===== src/hdl/led_port_cfg.svh =====
// Constants for the LED driver serial write port.
`ifndef LED_PORT_CFG_SVH
`define LED_PORT_CFG_SVH
`define CLK_FREQ_KHZ      100000
`define LINK_MAX_KHZ      5000
`define STD_HS_MAX_KHZ    3400
`define LINK_SAMPLES      (`CLK_FREQ_KHZ / `LINK_MAX_KHZ)
`define STD_SAMPLES       (`CLK_FREQ_KHZ / `STD_HS_MAX_KHZ)
`define SEL_LOW           2'h0
`define SEL_MID           2'h1
`define SEL_HIGH          2'h3
`define DEV_ADDR_MSB      1'h1
`define DEV_ADDR_LSB      1'h0
`define ADDR_GRP_HI       5:3
`define ADDR_GRP_BAR_ALL  3'h7
`define ADDR_GRP_BAR_STD  3'h6
`define START_ONES        4'h9
`define BIT_LAST_SHORT    4'h7
`define BIT_LAST_LONG     4'h8
`define REG_FIRST         8'h00
`define REG_LAST          8'h1D
`define REG_RESET_VAL     8'h00
`define REG_AW            5
`define REG_DEPTH         32
`define FIFO_DEPTH        8
`endif


===== src/hdl/led_port_pkg.sv =====
// Types shared by the LED driver serial write port.
package led_port_pkg;
   typedef enum logic [1:0] {
      MODE_3W  = 2'b00,
      MODE_STD = 2'b01,
      MODE_2W  = 2'b11
   } link_mode_t;

   typedef enum logic [2:0] {
      PH_IDLE = 3'b000,
      PH_DEV  = 3'b001,
      PH_REG  = 3'b010,
      PH_DATA = 3'b011,
      PH_SKIP = 3'b100
   } phase_t;

   typedef struct packed {
      logic [7:0] addr;
      logic [7:0] data;
   } wr_req_t;
endpackage : led_port_pkg


===== src/hdl/sync_fifo.sv =====
// Small synchronous FIFO with valid and ready on both sides.
`timescale 1ns/1ps
module sync_fifo #(
   parameter int WIDTH = 16,
   parameter int DEPTH = 8
) (
   input  wire logic             clk_in,
   input  wire logic             rstn_in,
   input  wire logic             in_valid_in,
   output logic                  in_ready_out,
   input  wire logic [WIDTH-1:0] in_data_in,
   output logic                  out_valid_out,
   input  wire logic             out_ready_in,
   output logic [WIDTH-1:0]      out_data_out
);
   localparam int AW = $clog2(DEPTH);
   logic [WIDTH-1:0] mem_q [DEPTH];
   logic [AW:0]      wr_ptr_q;
   logic [AW:0]      rd_ptr_q;
   logic             push;
   logic             pop;
   logic             full;
   logic             empty;

   assign full  = (wr_ptr_q[AW] != rd_ptr_q[AW]) && (wr_ptr_q[AW-1:0] == rd_ptr_q[AW-1:0]);
   assign empty = (wr_ptr_q == rd_ptr_q);
   assign push  = in_valid_in && !full;
   assign pop   = out_ready_in && !empty;
   assign in_ready_out  = !full;
   assign out_valid_out = !empty;
   assign out_data_out  = mem_q[rd_ptr_q[AW-1:0]];

   always_ff @(posedge clk_in) begin
      if (push) begin
         mem_q[wr_ptr_q[AW-1:0]] <= in_data_in;
      end
   end

   always_ff @(posedge clk_in or negedge rstn_in) begin
      if (!rstn_in) begin
         wr_ptr_q <= '0;
         rd_ptr_q <= '0;
      end else begin
         if (push) begin
            wr_ptr_q <= wr_ptr_q + 1'b1;
         end
         if (pop) begin
            rd_ptr_q <= rd_ptr_q + 1'b1;
         end
      end
   end
endmodule : sync_fifo


===== src/hdl/cfg_reg_mem.sv =====
// Configuration register storage with one write port and a registered read port.
`timescale 1ns/1ps
module cfg_reg_mem #(
   parameter int AW    = 5,
   parameter int DEPTH = 32
) (
   input  wire logic          clk_in,
   input  wire logic          rstn_in,
   input  wire logic          we_in,
   input  wire logic [AW-1:0] waddr_in,
   input  wire logic [7:0]    wdata_in,
   input  wire logic [AW-1:0] raddr_in,
   output logic [7:0]         rdata_out
);
   logic [7:0] mem_q [DEPTH];

   always_ff @(posedge clk_in) begin
      if (we_in) begin
         mem_q[waddr_in] <= wdata_in;
      end
   end

   always_ff @(posedge clk_in or negedge rstn_in) begin
      if (!rstn_in) begin
         rdata_out <= 8'h00;
      end else begin
         rdata_out <= mem_q[raddr_in];
      end
   end
endmodule : cfg_reg_mem


===== src/hdl/led_driver_serial_write_port.sv =====
// Serial write port of the LED driver: three link modes into configuration registers.
//
// Overview of operation
// RULE_01: Select pin low/high/mid picks 3-wire/2-wire/standard.
// RULE_02: Link modes accept clocks up to 5 MHz.
// RULE_03: Standard bus accepts Hs-mode up to 3.4 MHz.
// RULE_04: Message is device, register, then data bytes.
// RULE_05: Register address increments, wraps to 00h.
// RULE_06: Device address is 1, select pins, 0.
// RULE_07: 56 addresses on links, 48 on standard bus.
// RULE_08: 3-wire frame spans enable rise to fall.
// RULE_09: 3-wire samples data on clock rise.
// RULE_10: Short 3-wire frames latch no data.
// RULE_11: Longer 3-wire frames write further bytes, incrementing.
// RULE_12: 2-wire start is nine ones then zero.
// RULE_13: 2-wire start mid-transfer restarts reception.
// RULE_14: 2-wire bytes latch only on zero separator.
// RULE_15: 2-wire further data bytes increment address.
// RULE_16: 2-wire bad separator discards until next start.
// RULE_17: Host sends at least 37 bits in 2-wire.
// RULE_18: Too few 2-wire clocks take no data.
// RULE_19: Standard bus accepts ordinary write transfers.
// RULE_20: Read transfers are not supported.
// RULE_21: Standard start and stop while clock high.
// RULE_22: Host keeps data stable while clock high.
// RULE_23: Power-on reset clears all configuration registers.
// RULE_24: Foreign device address ignores rest of message.
// RULE_25: Standard bus acknowledges each accepted byte.
`timescale 1ns/1ps
`include "led_port_cfg.svh"
module led_driver_serial_write_port (
   input  wire logic                     clk_in,
   input  wire logic                     rstn_in,
   input  wire logic                     serial_clock_pin_in,
   input  wire logic                     serial_data_pin_in,
   input  wire logic                     frame_enable_pin_in,
   input  wire logic [1:0]               bus_type_select_pin_in,
   input  wire logic [5:0]               address_select_pins_in,
   input  wire logic [`REG_AW-1:0]       cfg_rd_addr_in,
   output logic [7:0]                    cfg_rd_data_out,
   output logic                          serial_data_pin_out,
   output logic                          serial_data_pin_oe_n_out,
   output led_port_pkg::link_mode_t      link_mode_out,
   output logic                          frame_active_out,
   output logic                          write_drop_out,
   output logic                          clear_busy_out
);
   import led_port_pkg::*;

   // Synchroniser stages for the link and select pins, and edge history for the link pins.
   logic [2:0]       pin_s1_q;
   logic [2:0]       pin_s2_q;
   logic [2:0]       pin_h_q;
   logic [7:0]       cfg_s1_q;
   logic [7:0]       cfg_s2_q;

   logic             sclk;
   logic             sdat;
   logic             frame_enable_pin;
   logic             sclk_rise;
   logic             sclk_fall;
   logic             sdat_rise;
   logic             sdat_fall;
   logic             frame_enable_pin_rise;

   link_mode_t       mode_q;
   link_mode_t       mode_d;
   phase_t           phase_q;
   logic [3:0]       bit_cnt_q;
   logic [7:0]       shift_q;
   logic [3:0]       ones_q;
   logic [7:0]       reg_addr_q;

   logic             bit_evt;
   logic [3:0]       bit_last;
   logic             at_last;
   logic             byte_evt;
   logic [7:0]       byte_val;
   logic             sep_bad;
   logic             msg_start;
   logic             msg_end;
   logic [7:0]       dev_addr;
   logic             addr_ok;
   logic             dev_match;
   logic             ack_now;

   logic             ack_pend_q;
   logic             ack_drive_q;
   logic             drop_q;

   wr_req_t          push_req;
   logic             push_valid;
   logic             push_ready;
   wr_req_t          pop_req;
   logic             pop_valid;
   logic             pop_ready;

   logic             clr_busy_q;
   logic [`REG_AW-1:0] clr_idx_q;
   logic             mem_we;
   logic [`REG_AW-1:0] mem_waddr;
   logic [7:0]       mem_wdata;

   // Every pin passes two flops before use; sampling at 100 MHz covers both
   // the 5 MHz link clock and the 3.4 MHz high-speed clock with margin.
   always_ff @(posedge clk_in or negedge rstn_in) begin
      if (!rstn_in) begin
         pin_s1_q <= 3'h0;
         pin_s2_q <= 3'h0;
         pin_h_q  <= 3'h0;
      end else begin
         pin_s1_q <= {frame_enable_pin_in, serial_data_pin_in, serial_clock_pin_in}; // RULE_02 RULE_03
         pin_s2_q <= pin_s1_q;
         pin_h_q  <= pin_s2_q;
      end
   end

   always_ff @(posedge clk_in or negedge rstn_in) begin
      if (!rstn_in) begin
         cfg_s1_q <= 8'h00;
         cfg_s2_q <= 8'h00;
      end else begin
         cfg_s1_q <= {bus_type_select_pin_in, address_select_pins_in};
         cfg_s2_q <= cfg_s1_q;
      end
   end

   assign sclk      = pin_s2_q[0];
   assign sdat      = pin_s2_q[1];
   assign frame_enable_pin      = pin_s2_q[2];
   assign sclk_rise = pin_s2_q[0] && !pin_h_q[0];
   assign sclk_fall = !pin_s2_q[0] && pin_h_q[0];
   assign sdat_rise = pin_s2_q[1] && !pin_h_q[1];
   assign sdat_fall = !pin_s2_q[1] && pin_h_q[1];
   assign frame_enable_pin_rise = pin_s2_q[2] && !pin_h_q[2];

   // Three-level select pin decode.
   always_comb begin
      case (cfg_s2_q[7:6])
         `SEL_LOW:  mode_d = MODE_3W;   // RULE_01
         `SEL_HIGH: mode_d = MODE_2W;   // RULE_01
         `SEL_MID:  mode_d = MODE_STD;  // RULE_01
         default:   mode_d = MODE_STD;
      endcase
   end

   always_ff @(posedge clk_in or negedge rstn_in) begin
      if (!rstn_in) begin
         mode_q <= MODE_3W;
      end else begin
         mode_q <= mode_d;
      end
   end

   // Own device address and the usable subset per mode.
   assign dev_addr = {`DEV_ADDR_MSB, cfg_s2_q[5:0], `DEV_ADDR_LSB}; // RULE_06
   always_comb begin
      addr_ok = (cfg_s2_q[`ADDR_GRP_HI] != `ADDR_GRP_BAR_ALL); // RULE_07
      if (mode_q == MODE_STD && cfg_s2_q[`ADDR_GRP_HI] == `ADDR_GRP_BAR_STD) begin
         addr_ok = 1'b0; // RULE_07
      end
   end
   // A read request carries bit 0 set and therefore never matches.
   assign dev_match = (byte_val == dev_addr) && addr_ok; // RULE_06 RULE_20

   // Bit sampling per mode.
   always_comb begin
      case (mode_q)
         MODE_3W:  bit_evt = frame_enable_pin && sclk_rise;  // RULE_08 RULE_09
         MODE_2W:  bit_evt = sclk_rise;          // RULE_12
         MODE_STD: bit_evt = sclk_rise;          // RULE_19
         default:  bit_evt = 1'b0;
      endcase
   end

   // The 3-wire link packs plain 8-bit bytes; the other modes add a ninth slot.
   assign bit_last = (mode_q == MODE_3W) ? `BIT_LAST_SHORT : `BIT_LAST_LONG;
   assign at_last  = (bit_cnt_q == bit_last);
   assign byte_val = (mode_q == MODE_2W) ? shift_q : {shift_q[6:0], sdat};

   always_comb begin
      byte_evt  = 1'b0;
      sep_bad   = 1'b0;
      msg_start = 1'b0;
      msg_end   = 1'b0;
      case (mode_q)
         MODE_3W: begin
            msg_start = frame_enable_pin_rise;                               // RULE_08
            msg_end   = !frame_enable_pin;                                   // RULE_08
            byte_evt  = bit_evt && at_last;                      // RULE_10
         end
         MODE_2W: begin
            msg_start = bit_evt && !sdat && (ones_q == `START_ONES); // RULE_12 RULE_13
            byte_evt  = bit_evt && at_last && !sdat && !msg_start;   // RULE_14 RULE_18
            sep_bad   = bit_evt && at_last && sdat;                  // RULE_16
         end
         MODE_STD: begin
            msg_start = sclk && sdat_fall;                       // RULE_21
            msg_end   = sclk && sdat_rise;                       // RULE_21
            byte_evt  = bit_evt && (bit_cnt_q == `BIT_LAST_SHORT); // RULE_19 RULE_22
         end
         default: begin
            msg_end = 1'b1;
         end
      endcase
   end

   // Run of consecutive ones for the 2-wire start pattern.
   always_ff @(posedge clk_in or negedge rstn_in) begin
      if (!rstn_in) begin
         ones_q <= 4'h0;
      end else if (mode_q != MODE_2W) begin
         ones_q <= 4'h0;
      end else if (bit_evt) begin
         if (!sdat) begin
            ones_q <= 4'h0;
         end else if (ones_q != `START_ONES) begin
            ones_q <= ones_q + 4'h1; // RULE_12
         end
      end
   end

   // Shift register and bit position inside the current byte.
   always_ff @(posedge clk_in or negedge rstn_in) begin
      if (!rstn_in) begin
         bit_cnt_q <= 4'h0;
         shift_q   <= 8'h00;
      end else if (mode_q != mode_d || msg_start || msg_end) begin
         bit_cnt_q <= 4'h0; // RULE_13
      end else if (bit_evt) begin
         if (at_last) begin
            bit_cnt_q <= 4'h0;
         end else begin
            bit_cnt_q <= bit_cnt_q + 4'h1;
         end
         if (!(mode_q != MODE_3W && at_last)) begin
            shift_q <= {shift_q[6:0], sdat};
         end
      end
   end

   // Message phase: device address, register address, then data bytes.
   always_ff @(posedge clk_in or negedge rstn_in) begin
      if (!rstn_in) begin
         phase_q <= PH_IDLE;
      end else if (mode_q != mode_d || clr_busy_q) begin
         phase_q <= PH_IDLE;
      end else if (msg_start) begin
         phase_q <= PH_DEV; // RULE_13 RULE_21
      end else if (msg_end) begin
         phase_q <= PH_IDLE; // RULE_08 RULE_21
      end else if (sep_bad && phase_q != PH_IDLE) begin
         phase_q <= PH_SKIP; // RULE_16
      end else if (byte_evt) begin
         case (phase_q)
            PH_DEV:  phase_q <= dev_match ? PH_REG : PH_SKIP; // RULE_04 RULE_24
            PH_REG:  phase_q <= PH_DATA; // RULE_04
            PH_DATA: phase_q <= PH_DATA;
            PH_SKIP: phase_q <= PH_SKIP; // RULE_24
            default: phase_q <= PH_IDLE;
         endcase
      end
   end

   // Register address pointer with wrap after the highest register.
   always_ff @(posedge clk_in or negedge rstn_in) begin
      if (!rstn_in) begin
         reg_addr_q <= `REG_FIRST;
      end else if (byte_evt && phase_q == PH_REG) begin
         reg_addr_q <= byte_val; // RULE_04
      end else if (byte_evt && phase_q == PH_DATA) begin
         if (reg_addr_q >= `REG_LAST) begin
            reg_addr_q <= `REG_FIRST; // RULE_05
         end else begin
            reg_addr_q <= reg_addr_q + 8'h01; // RULE_05 RULE_11 RULE_15 RULE_18
         end
      end
   end

   // Data bytes go through the FIFO; a full FIFO drops the byte.
   assign push_valid    = byte_evt && phase_q == PH_DATA && !clr_busy_q; // RULE_10 RULE_14
   assign push_req.addr = reg_addr_q;
   assign push_req.data = byte_val;

   always_ff @(posedge clk_in or negedge rstn_in) begin
      if (!rstn_in) begin
         drop_q <= 1'b0;
      end else begin
         drop_q <= push_valid && !push_ready;
      end
   end

   // Acknowledge decision for the standard bus.
   always_comb begin
      case (phase_q)
         PH_DEV:  ack_now = dev_match;  // RULE_20 RULE_24 RULE_25
         PH_REG:  ack_now = 1'b1;       // RULE_25
         PH_DATA: ack_now = push_ready; // RULE_25
         default: ack_now = 1'b0;
      endcase
   end

   // The acknowledge is driven from the falling clock after the eighth bit
   // until the falling clock after the ninth.
   always_ff @(posedge clk_in or negedge rstn_in) begin
      if (!rstn_in) begin
         ack_pend_q  <= 1'b0;
         ack_drive_q <= 1'b0;
      end else if (mode_q != MODE_STD || msg_start || msg_end) begin
         ack_pend_q  <= 1'b0;
         ack_drive_q <= 1'b0;
      end else begin
         if (byte_evt && ack_now) begin
            ack_pend_q <= 1'b1; // RULE_25
         end else if (sclk_fall && ack_pend_q) begin
            ack_pend_q <= 1'b0;
         end
         if (sclk_fall) begin
            ack_drive_q <= ack_pend_q; // RULE_25
         end
      end
   end

   always_ff @(posedge clk_in or negedge rstn_in) begin
      if (!rstn_in) begin
         serial_data_pin_out      <= 1'b0;
         serial_data_pin_oe_n_out <= 1'b1;
      end else begin
         serial_data_pin_out      <= 1'b0;
         serial_data_pin_oe_n_out <= !ack_drive_q; // RULE_25
      end
   end

   sync_fifo #(
      .WIDTH ($bits(wr_req_t)),
      .DEPTH (`FIFO_DEPTH)
   ) u_fifo (
      .clk_in        (clk_in),
      .rstn_in       (rstn_in),
      .in_valid_in   (push_valid),
      .in_ready_out  (push_ready),
      .in_data_in    (push_req),
      .out_valid_out (pop_valid),
      .out_ready_in  (pop_ready),
      .out_data_out  (pop_req)
   );

   // After reset every register is walked to zero before any write drains.
   always_ff @(posedge clk_in or negedge rstn_in) begin
      if (!rstn_in) begin
         clr_busy_q <= 1'b1;
         clr_idx_q  <= '0;
      end else if (clr_busy_q) begin
         clr_idx_q <= clr_idx_q + 1'b1;
         if (clr_idx_q == `REG_LAST) begin
            clr_busy_q <= 1'b0; // RULE_23
         end
      end
   end

   assign pop_ready = !clr_busy_q;

   // Writes beyond the last register are consumed and discarded.
   always_comb begin
      if (clr_busy_q) begin
         mem_we    = 1'b1; // RULE_23
         mem_waddr = clr_idx_q;
         mem_wdata = `REG_RESET_VAL;
      end else begin
         mem_we    = pop_valid && (pop_req.addr <= `REG_LAST);
         mem_waddr = pop_req.addr[`REG_AW-1:0];
         mem_wdata = pop_req.data;
      end
   end

   cfg_reg_mem #(
      .AW    (`REG_AW),
      .DEPTH (`REG_DEPTH)
   ) u_mem (
      .clk_in    (clk_in),
      .rstn_in   (rstn_in),
      .we_in     (mem_we),
      .waddr_in  (mem_waddr),
      .wdata_in  (mem_wdata),
      .raddr_in  (cfg_rd_addr_in),
      .rdata_out (cfg_rd_data_out)
   );

   // Status outputs.
   always_ff @(posedge clk_in or negedge rstn_in) begin
      if (!rstn_in) begin
         link_mode_out    <= MODE_3W;
         frame_active_out <= 1'b0;
         write_drop_out   <= 1'b0;
         clear_busy_out   <= 1'b1;
      end else begin
         link_mode_out    <= mode_q;
         frame_active_out <= (phase_q != PH_IDLE) && (phase_q != PH_SKIP);
         write_drop_out   <= drop_q;
         clear_busy_out   <= clr_busy_q;
      end
   end
endmodule : led_driver_serial_write_port


===== config.mk =====
export PLATFORM = sky130hd
export DESIGN_NAME = led_driver_serial_write_port
export DESIGN_NICKNAME = d
export VERILOG_FILES = /design/src/hdl/led_port_pkg.sv /design/src/hdl/sync_fifo.sv /design/src/hdl/cfg_reg_mem.sv /design/src/hdl/led_driver_serial_write_port.sv
export VERILOG_INCLUDE_DIRS = /design/src /design/src/hdl
export SDC_FILE = /design/constraint.sdc
export NUM_CORES = 1
export LEC_CHECK = 0
export BUFFER_PORTS_ARGS = -buffer_cell sky130_fd_sc_hd__buf_2
export CAP_MARGIN = 20
export CORE_ASPECT_RATIO = 0.9
export CORE_MARGIN = 2
export CORE_UTILIZATION = 67
export DETAILED_ROUTE_END_ITERATION = 7
export GPL_TIMING_DRIVEN = 0
export PLACE_DENSITY = 0.8
export SETUP_SLACK_MARGIN = 0.4
export SLEW_MARGIN = 25
export SYNTH_ARGS = -nofsm -noshare
export SYNTH_HDL_FRONTEND = slang
export SYNTH_SLANG_ARGS = --single-unit
export TNS_END_PERCENT = 50

===== constraint.sdc =====
create_clock -name clk_in -period 6 [get_ports clk_in]
set_clock_uncertainty 0.1 [all_clocks]
set_input_delay 1.2 -clock clk_in [delete_from_list [all_inputs] [get_ports clk_in]]
set_output_delay 1.2 -clock clk_in [all_outputs]
set_load 0.02 [all_outputs]

After elaboration in Yosys (flattened, before gate mapping)
Memory sizes are Yosys's and may differ from the RTL's. A register that Yosys moved wholly into a read port is not among the register bits. Index checks and enable logic that the tools add are counted.

Output and inout bits: 15. Word-level logic and storage cells: 160. Memories kept: 2. Memory bits (writable): 384. Register bits: 77. Bits of input ports: 18.

Memory list: u_mem.mem_q (words 32, bits a word 8, rd ports 1, clocked after memory_dff 1, write ports 1, RTL line cfg_reg_mem.sv:15) `logic [7:0] mem_q [DEPTH];`; u_fifo.mem_q (words 8, bits a word 16, rd ports 1, clocked after memory_dff 0, write ports 1, RTL line sync_fifo.sv:17) `logic [WIDTH-1:0] mem_q [DEPTH];`.

$add $sub $neg: 6. Reductions and logical operators: 61. Mux-type cells: 41. Bitwise operators: 2. Eq/ne operators: 23. Magnitude comparators: 2.

Operators by type and width (count): 8-bit two-way mux (5); 4-bit two-way mux (8); 1-bit logical AND (30); 3-bit two-way mux (6); 4-bit by 1-bit adder with 4-bit output (second input constant) (4); 1-bit two-way mux (14); 1-bit zero test (12); 1-bit one-hot mux with 3 select lines (4); 2-bit nonzero test (5); 3-bit one-hot mux with 3 select lines (1); 8-bit by 1-bit adder with 8-bit output (second input constant) (1); 4-bit equality test (2); 8-bit equality test (1); 8-bit by 5-bit greater-or-equal comparator with 1-bit output (second input constant) (1); 8-bit by 5-bit less-or-equal comparator with 1-bit output (second input constant) (1); 3-bit by 2-bit equality test with 1-bit output (second input constant) (2); 3-bit equality test (second input constant) (2); 3-bit inequality test (second input constant) (2); 3-bit nonzero test (2); 5-bit by 1-bit adder with 5-bit output (second input constant) (1); 5-bit equality test (second input constant) (1); 1-bit logical OR (5); 5-bit two-way mux (1); 5-bit nonzero test (1); other kinds (19) (23).

Longest topological paths before layout
Gate-level depths: netlist of run 1.

Depth after elaboration: 14. Gate-level depth with buffers: 10. Depth with buffers taken out: 8.

Modules after synthesis
A second synthesis of run 1 with hierarchy kept.

Cell total of the unflattened synthesis: 980. Area total of the unflattened synthesis: 19054.5 um^2.

Modules (own cells, without submodules): cfg_reg_mem (area an instance 10093.4 um^2, times used 1, sequential area each 7887.6 um^2, cells an instance 417); sync_fifo (area an instance 5584.1 um^2, times used 1, sequential area each 4043.9 um^2, cells an instance 247); led_driver_serial_write_port (area an instance 3377.0 um^2, times used 1, sequential area each 1730.4 um^2, cells an instance 316).

Worst setup path before layout of run 1
OpenSTA, ideal clock, no wires.

Kind: reg2reg. From: register u_fifo.rd_ptr_q[0]. To: memory u_fifo.mem_q[0][0], enable pin. Path buffers: 2. Path slack: 2784 ps. Stages on the path, launching flop included: 9. Arrival: 2707 ps. Data required time: 5491 ps. Setup time: 409 ps. Period minus slack after synthesis: 3216 ps. Cell sequence: dfrtp_1 buf_6 buf_8 xnor2_1 nand4_1 nand3_1 nor4b_4 nand2b_1 nor3_1.

Word-level cells in the longest chain between the ends: 6.

Ends and longest elaborated chain: from (decl) (RTL line sync_fifo.sv:19) `logic [AW:0] rd_ptr_q;`; from (signal assigned) (RTL line sync_fifo.sv:48) `rd_ptr_q <= rd_ptr_q + 1'b1;`; 3-bit equality test (RTL line sync_fifo.sv:25) `assign full = (wr_ptr_q[AW] != rd_ptr_q[AW]) && (wr_ptr_q[AW-1:0] == rd_ptr_q[AW-1:0]);`; 1-bit logical AND (RTL line sync_fifo.sv:25); 1-bit zero test (RTL line sync_fifo.sv:27) `assign push = in_valid_in && !full;`; 1-bit logical AND (RTL line sync_fifo.sv:27); 1-bit two-way mux (RTL line sync_fifo.sv:34) `if (push) begin`; 1-bit two-way mux (not written as such) (RTL line sync_fifo.sv:35) `mem_q[wr_ptr_q[AW-1:0]] <= in_data_in;`; to (decl) (RTL line sync_fifo.sv:17).

No other way between the ends.

Worst setup path after layout of run 1
From: register u_fifo.rd_ptr_q[1]. To: memory u_mem.mem_q[36][6], in the netlist u_mem.mem_q[18][6], enable pin.

Word-level cells in the longest chain between the ends: 6. Elaborated cells on any way between the ends: 9. Those cells by class: order compare (1); eq/ne (1); mux (4); reduce/logical (2); memory (1).

Ends and longest elaborated chain: memory read 8 x 16 bit / 4-bit equality test (equally long branches); 8-bit by 5-bit less-or-equal comparator with 1-bit output (no line) / 1-bit zero test (equally long branches); 1-bit logical AND (RTL line led_driver_serial_write_port.sv:370) `` mem_we = pop_valid && (pop_req.addr <= `REG_LAST); ``; 1-bit two-way mux (RTL line led_driver_serial_write_port.sv:365) `if (clr_busy_q) begin`; 1-bit two-way mux (RTL line cfg_reg_mem.sv:18) `if (we_in) begin`; 1-bit two-way mux (not written as such) (RTL line cfg_reg_mem.sv:19) `mem_q[waddr_in] <= wdata_in;`; to (decl) (RTL line cfg_reg_mem.sv:15).

Parallel ways exist; a longest one is shown, timed or not.

==> key figures, run 1 <==
Status
  – Status: completed

Worst setup path
  – Setup Crit Path Kind: flop to flop
  – CP delay by family, top: simple AND/OR/NAND/NOR gates
  – Critical path's largest stage delay: 750 ps
  – Bufs and invs on worst path: 1
  – Crit-path cells: buf_2 > nor2b_1 > a22o_1 > o31ai_1 > a311oi_1 > nand2_1 > nor3_2
  – Req. time, crit path: 6080 ps
  – WP data arrival: 3560 ps
  – CP Max Fanout: 9
  – Setup crit end kind: flop
  – Cell count along the critical path: 7
  – Cells on worst reg2reg path: 7
  – Startpoint Class: flop
  – Slowest CP cell: nor3_2

Yosys
  – Mux share of post-synthesis cell area: 0.148
  – Top post-synthesis cells by area: edfxtp_1 (62%), mux4_2 (12%), dfrtp_1 (11%)
  – Count leader, synth: edfxtp_1
  – Mapped Cells: 990
  – Syn avg cell area: 18.9 sq um
  – Cell Area, Synth: 18700 sq um
  – Number of flops mapped to enable cells by yosys: 384
  – Adder-Cell Fraction of Synth Area: 0.00670
  – Complex-gate fraction of the synthesized area: 0.0328
  – Commonest cells in the netlist: edfxtp_1 (384), mux4_2 (100), dfrtp_1 (82)
  – Dominant cell type by area after synthesis: edfxtp_1
  – Largest family of logic cells by synthesized area: multiplexers
  – Post-Synth Simple-Gate Area: 0.0540
  – Synth Flop Type: edfxtp_1
  – Post-synthesis sequential area ratio: 0.732
  – Yosys warning total: 0
  – Mapped Nets: 1018
  – Seq cells post-synth: 469
  – Asr flop ratio synth: 0.181
  – Post-synth top area share: 0.618
  – Post-Synth XOR/XNOR Area: 0.00938
  – Yosys cell types: 73

Worst hold path
  – Type of the worst min-delay path: flop to flop
  – Worst Hold Path Cells: 0

Drt
  – Top Metal Used: met4
  – M1 WL: 15300 microns
  – WL per Instance: 26.1 microns
  – Antenna-violating nets left: 0
  – Metal2 WL: 19300 microns
  – Drt pass-1 iters: 5
  – Total routed wirelength: 38300 microns
  – Via count: 9611
  – DR vias/cell: 6.55
  – Post-route DRC: 0
  – Routed length on met3: 2490 microns
  – DRT iter0 DRCs: 1135

Floorplan
  – Die width: 180 microns
  – Die area: 29200 sq um
  – Core ar.: 27200 sq um
  – Die Y: 162 microns
  – Row Count: 57
  – Initial Utilization: 0.687
  – # IOs: 33

Final layout
  – Multi-input logic area: 4920 sq um
  – Layout cells sized above 1: 0.292
  – Ant. Diodes: 0
  – Area Overhead vs Synth: 13.1%
  – FF/Latch Area: 13700 sq um
  – Post-layout util: 0.777
  – Total Nets Final: 1106
  – Final Cell Area: 21100 sq um
  – Fillers: 1416

STA
  – Slew Limit Fails: 0
  – Tcrit/Tclk final: 0.581
  – Post-route minimum period: 3490 ps
  – Final worst slack: 2510 ps
  – Final setup TNS: 0 ps
  – Setup violators final: 0
  – FMAX: 287 MHz
  – RSZ-0062 raised after global routing: false
  – Max_slew headroom: 0.357
  – Worst slew pin tran: 964 ps
  – Final Hold Fails: 0

Clock tree
  – Clk Latency, worst-skew pair: 550 ps
  – Post CTS Setup Buffer Count: 0
  – Root buffer cell: clkbuf_16
  – H-Tree Level Count: 2
  – Hold Buf Count CTS: 0
  – Total CTS buffers: 45
  – Sink Count: 469
  – CTS tree: yes
  – PostCTS Resize Cnt: 0
  – Clk slew on worst S/H paths: 70 ps
  – Clock buffer depth: 3

Power
  – Max IR drop VDD: 240 uV
  – Leakage: 6.91 nW
  – Total power: 6.61 mW
  – PD cells: 313 nW/um^2

Global route
  – Number of global-route vias before repair: 9904
  – First-pass GRT wire length: 59200 microns
  – Largest net degree at the start of global routing: 65
  – Overall routing resource usage: 0.273
  – Initial antenna violation count: 0
  – Global route overflow: 0

Placed design
  – Port Buffer Count: 26
  – RePlAce Congestion: 0.823
  – Hpwl dp: 24700 microns
  – DP Area: 19600 sq um
  – Place WS: 2200 ps

Run
  – Max Cap Viol: 0
[cell families (layout without fill, tap and decap cells)]
group | count (synthesis) | after routing
AOI/OAI and AO/OA | 91 | 91
xor gates and xnor gates | 20 | 20
adders and majority gates | 10 | 10
buffers and inverters | 62 | 186
DFF | 469 | 469
muxes | 147 | 147
other | 1 | 1
and+or+nand+nor | 190 | 190
[power breakdown]
group	internal, mW	total [mW]	switching [mW]
logic	0.119	0.287	0.168
registers	3.54	3.57	0.0306
clock network	1.59	2.75	1.16
total	5.25	6.61	1.36
[per-stage QoR]
step / hold slack (ps) / instances
after floorplan: 231 / 990
after global placement: 231 / 1370
after detailed placement: 235 / 1385
after CTS: 248 / 1468
after global routing: 253 / 1468
final: 247 / 1468
[flip-flops by register name (all words and copies together) (netlist names), 2 cells and up]
signal           flops
pin_s1_q             3
clr_idx_q            5
shift_q              8
cfg_s1_q             8
link_mode_out        2
bit_cnt_q            4
pin_h_q              3
u_fifo.mem_q       128
reg_addr_q           8
pin_s2_q             3
u_fifo.wr_ptr_q      4
cfg_s2_q             8
u_fifo.rd_ptr_q      4
u_mem.rdata_out      8
phase_q              3
ones_q               4
u_mem.mem_q        256
mode_q               2
[path summary, 6_finish.rpt]
kind	startpoint	slack [ps]	to
max in group asynchronous	rstn_in	4760	clr_busy_q
max	u_fifo.rd_ptr_q[1]	2510	u_mem.mem_q[18][6]
min	pin_s1_q[2]	250	pin_s2_q[2]
max reg2reg	u_fifo.rd_ptr_q[1]	2510	u_mem.mem_q[18][6]
min in group asynchronous	rstn_in	410	cfg_s2_q[0]
min reg2reg	pin_s1_q[2]	250	pin_s2_q[2]
[worst reg2reg max path, delay by kind of cell (launching register included)]
kind / cells / cell delay (ps)
AOI/OAI and AO/OA: 3 / 980
and+or+nand+nor: 3 / 1430
buffers and inverters: 1 / 260
DFF: 1 / 350
[cell usage in the layout, fill, tap and decap left out, types with 23 or more instances in the layout]
cell type,instances
clkbuf_16,47
clkbuf_1,23
mux4_2,100
buf_2,32
nand2_1,41
nor2_1,25
dfrtp_1,82
nor3_2,37
edfxtp_1,384
mux2_2,27
[final cells by class]
| class | instances | area share |
|---|---|---|
| Multi-Input combinational cell | 459 | 0.233 |
| Clock inverter | 16 | 0.00504 |
| Sequential cell | 469 | 0.647 |
| Buffer | 44 | 0.0122 |
| Clock buffer | 67 | 0.0635 |
| Tap cell | 354 | 0.0210 |
| Inverter | 18 | 0.00320 |
| Timing Repair Buffer | 41 | 0.0149 |
[per-layer routing]
metal,GRT usage,up-vias
li1,-,4145
met1,0.384,4998
met2,0.455,393
met3,0.0429,75
met4,0.0861,0
met5,0,-
(Power assumes the default switching activity.)
==> inputs of run 2 (changes only) <==
Settings changed: CORE_UTILIZATION 67 to 62, PLACE_DENSITY 0.8 to 0.75.
Clock period 6 ns to 3.42 ns, I/O delays scaled along.
==> key figures, run 2 (synthesis results as in run 1) <==
Status
  – Status: completed

STA
  – Setup violators final: 0
  – FMAX: 333 MHz
  – Final Hold Fails: 0
  – Hold Slack: 147 ps
  – Post-route minimum period: 3000 ps
  – Tcrit/Tclk final: 0.878
  – Max_slew headroom: 0.316
  – Slew Limit Fails: 0
  – Worst slew pin tran: 1030 ps
  – RSZ-0062 raised after global routing: true

Final layout
  – Biggest register: u_mem.mem_q
  – Most common cell after layout, fill and taps aside: edfxtp_1
  – Total Nets Final: 1153
  – Layout cells sized above 1: 0.330
  – Max FFs per register: 256
  – Multi-input logic area: 5260 sq um
  – Final std cells w/o fill: 1564
  – FF/Latch Area: 13700 sq um
  – Fillers: 1708
  – Most frequent cells in the layout: edfxtp_1 (384), mux4_2 (100), dfrtp_1 (82)
  – Area Overhead vs Synth: 18.2%
  – Largest registers: u_mem.mem_q: 256 flops, u_fifo.mem_q: 128 flops
  – Post-layout util: 0.742
  – Ant. Diodes: 0

Placed design
  – Port Buffer Count: 26
  – RePlAce Congestion: 0.822
  – Placed insts: 1430
  – Hpwl dp: 24100 microns

Global route
  – First-pass GRT wire length: 60900 microns
  – Initial antenna violation count: 0
  – Number of global-route vias before repair: 9919
  – Overall routing resource usage: 0.260
  – Largest net degree at the start of global routing: 66
  – Global route overflow: 0

Worst hold path
  – Worst Hold Path Cells: 1
  – HP Start: bus_type_select_pin_in[0]
  – Type of the worst min-delay path: primary input to flop
  – WHS Endpoint: cfg_s1_q[6]

Power
  – Max IR drop VDD: 472 uV
  – Total power: 11.6 mW
  – PD cells: 524 nW/um^2
  – Leakage: 7.55 nW

Floorplan
  – Die width: 187 microns
  – Row Count: 60
  – Core ar.: 29700 sq um
  – Die area: 31500 sq um
  – # IOs: 33
  – Die Y: 169 microns
  – Initial Utilization: 0.628

Clock tree
  – Total CTS buffers: 45
  – Sink Count: 469
  – Clk slew on worst S/H paths: 60 ps
  – Clock buffer depth: 3
  – CTS tree: yes
  – Root buffer cell: clkbuf_16
  – Clk Latency, worst-skew pair: 550 ps
  – H-Tree Level Count: 2

Worst setup path
  – Setup Crit Path Kind: flop to flop
  – WP data arrival: 3160 ps
  – CP Max Fanout: 10
  – Setup crit end kind: flop
  – FF-to-FF Start: u_fifo.rd_ptr_q[0]
  – Req. time, crit path: 3580 ps
  – Reg2reg end: u_mem.mem_q[28][0]
  – Cells on worst reg2reg path: 8
  – Startpoint Class: flop
  – R2R setup slack: 420 ps

Drt
  – DR vias/cell: 6.30
  – Post-route DRC: 0
  – Via count: 9859
  – DRT iter0 DRCs: 1064
  – Drt pass-1 iters: 5
  – Antenna-violating nets left: 0
  – WL per Instance: 25.9 microns
  – Total routed wirelength: 40500 microns

Run
  – Max Cap Viol: 0
==> run 2: cell types whose count changed in the layout (fill, tap and decap cells not counted), sizes merged, moves of 2 or more <==
cell	previous run	this run
nor2	39	42
clkinv	13	15
clkinvlp	0	2
clkbuf	79	75
bufinv	1	3
buf	73	115
==> run 2: how the worst max path moves through the flow <==
stage / from / end / slack [ps] / cells past startpoint
finish: u_fifo.rd_ptr_q[0] / u_mem.mem_q[28][0] / 420 / 8
global route: u_fifo.wr_ptr_q[1] / u_fifo.mem_q[4][5] / 300 / 8
CTS: u_fifo.rd_ptr_q[1] / u_mem.mem_q[1][5] / 290 / 7
detailed placement: u_fifo.rd_ptr_q[0] / u_mem.mem_q[8][1] / -390 / 9
global placement: mode_q[0] / u_fifo.mem_q[4][1] / -910 / 7
floorplan: u_fifo.rd_ptr_q[0] / u_fifo.mem_q[4][0] / 230 / 8
==> run 2: layout make-up <==
type                    instances  area share
clock buffers                  62      0.0548
flip-flops and latches        469       0.619
repair buffers                 85      0.0411
well taps                     403      0.0228
clock inverters                21     0.00816
multi-input cells             462       0.238
plain buffers                  44      0.0124
inverters                      18     0.00323
==> run 2: where the power goes <==
| part | switching (mW) | total [mW] | leakage [nW] | internal [mW] |
|---|---|---|---|---|
| Clock | 2.09 | 4.79 | 0.678 | 2.71 |
| Sequential | 0.0561 | 6.27 | 4.39 | 6.22 |
| Combinational | 0.289 | 0.498 | 2.48 | 0.209 |
| Total | 2.43 | 11.6 | 7.55 | 9.13 |
==> run 2: per-stage QoR <==
step / instance area (sq um) / setup slack [ps] / setup TNS, ps
2_1_floorplan: 18700 / 226 / 0
3_3_place_gp: 19300 / -908 / -193290
3_5_place_dp: 19700 / -393 / -7570
4_1_cts: 21800 / 289 / 0
5_1_grt: 22100 / 299 / 0
6_report: 22100 / 418 / 0
==> run 2: per-layer routing <==
metal  up-vias  share of wire  track usage
li1       4251              -            -
met1      5171           0.39        0.353
met2       379           0.53        0.459
met3        58          0.061       0.0350
met4         0          0.017       0.0604
met5         -              0            0
==> run 2: repair_timing <==
| item | 4_1_cts | 5_1_grt |
|---|---|---|
| endpoints found under the hold margin | 20 | 0 |
| hold buffers | 1 | 0 |
| setup endpoints to repair | 420 | 580 |
| resized for setup | 43 | 31 |
| gates cloned | 0 | 3 |
| pin swaps | 32 | 10 |
| buffers inserted | 35 | 12 |
==> run 2: worst max-delay path, cell delays in order, from the launching register on <==
cell and delay, ps:
dfrtp_1 380, buf_6 170, buf_8 170, mux4_2 520, mux2i_1 310, o21a_1 240, nand2_2 300, nor3_4 350
buf_12 170
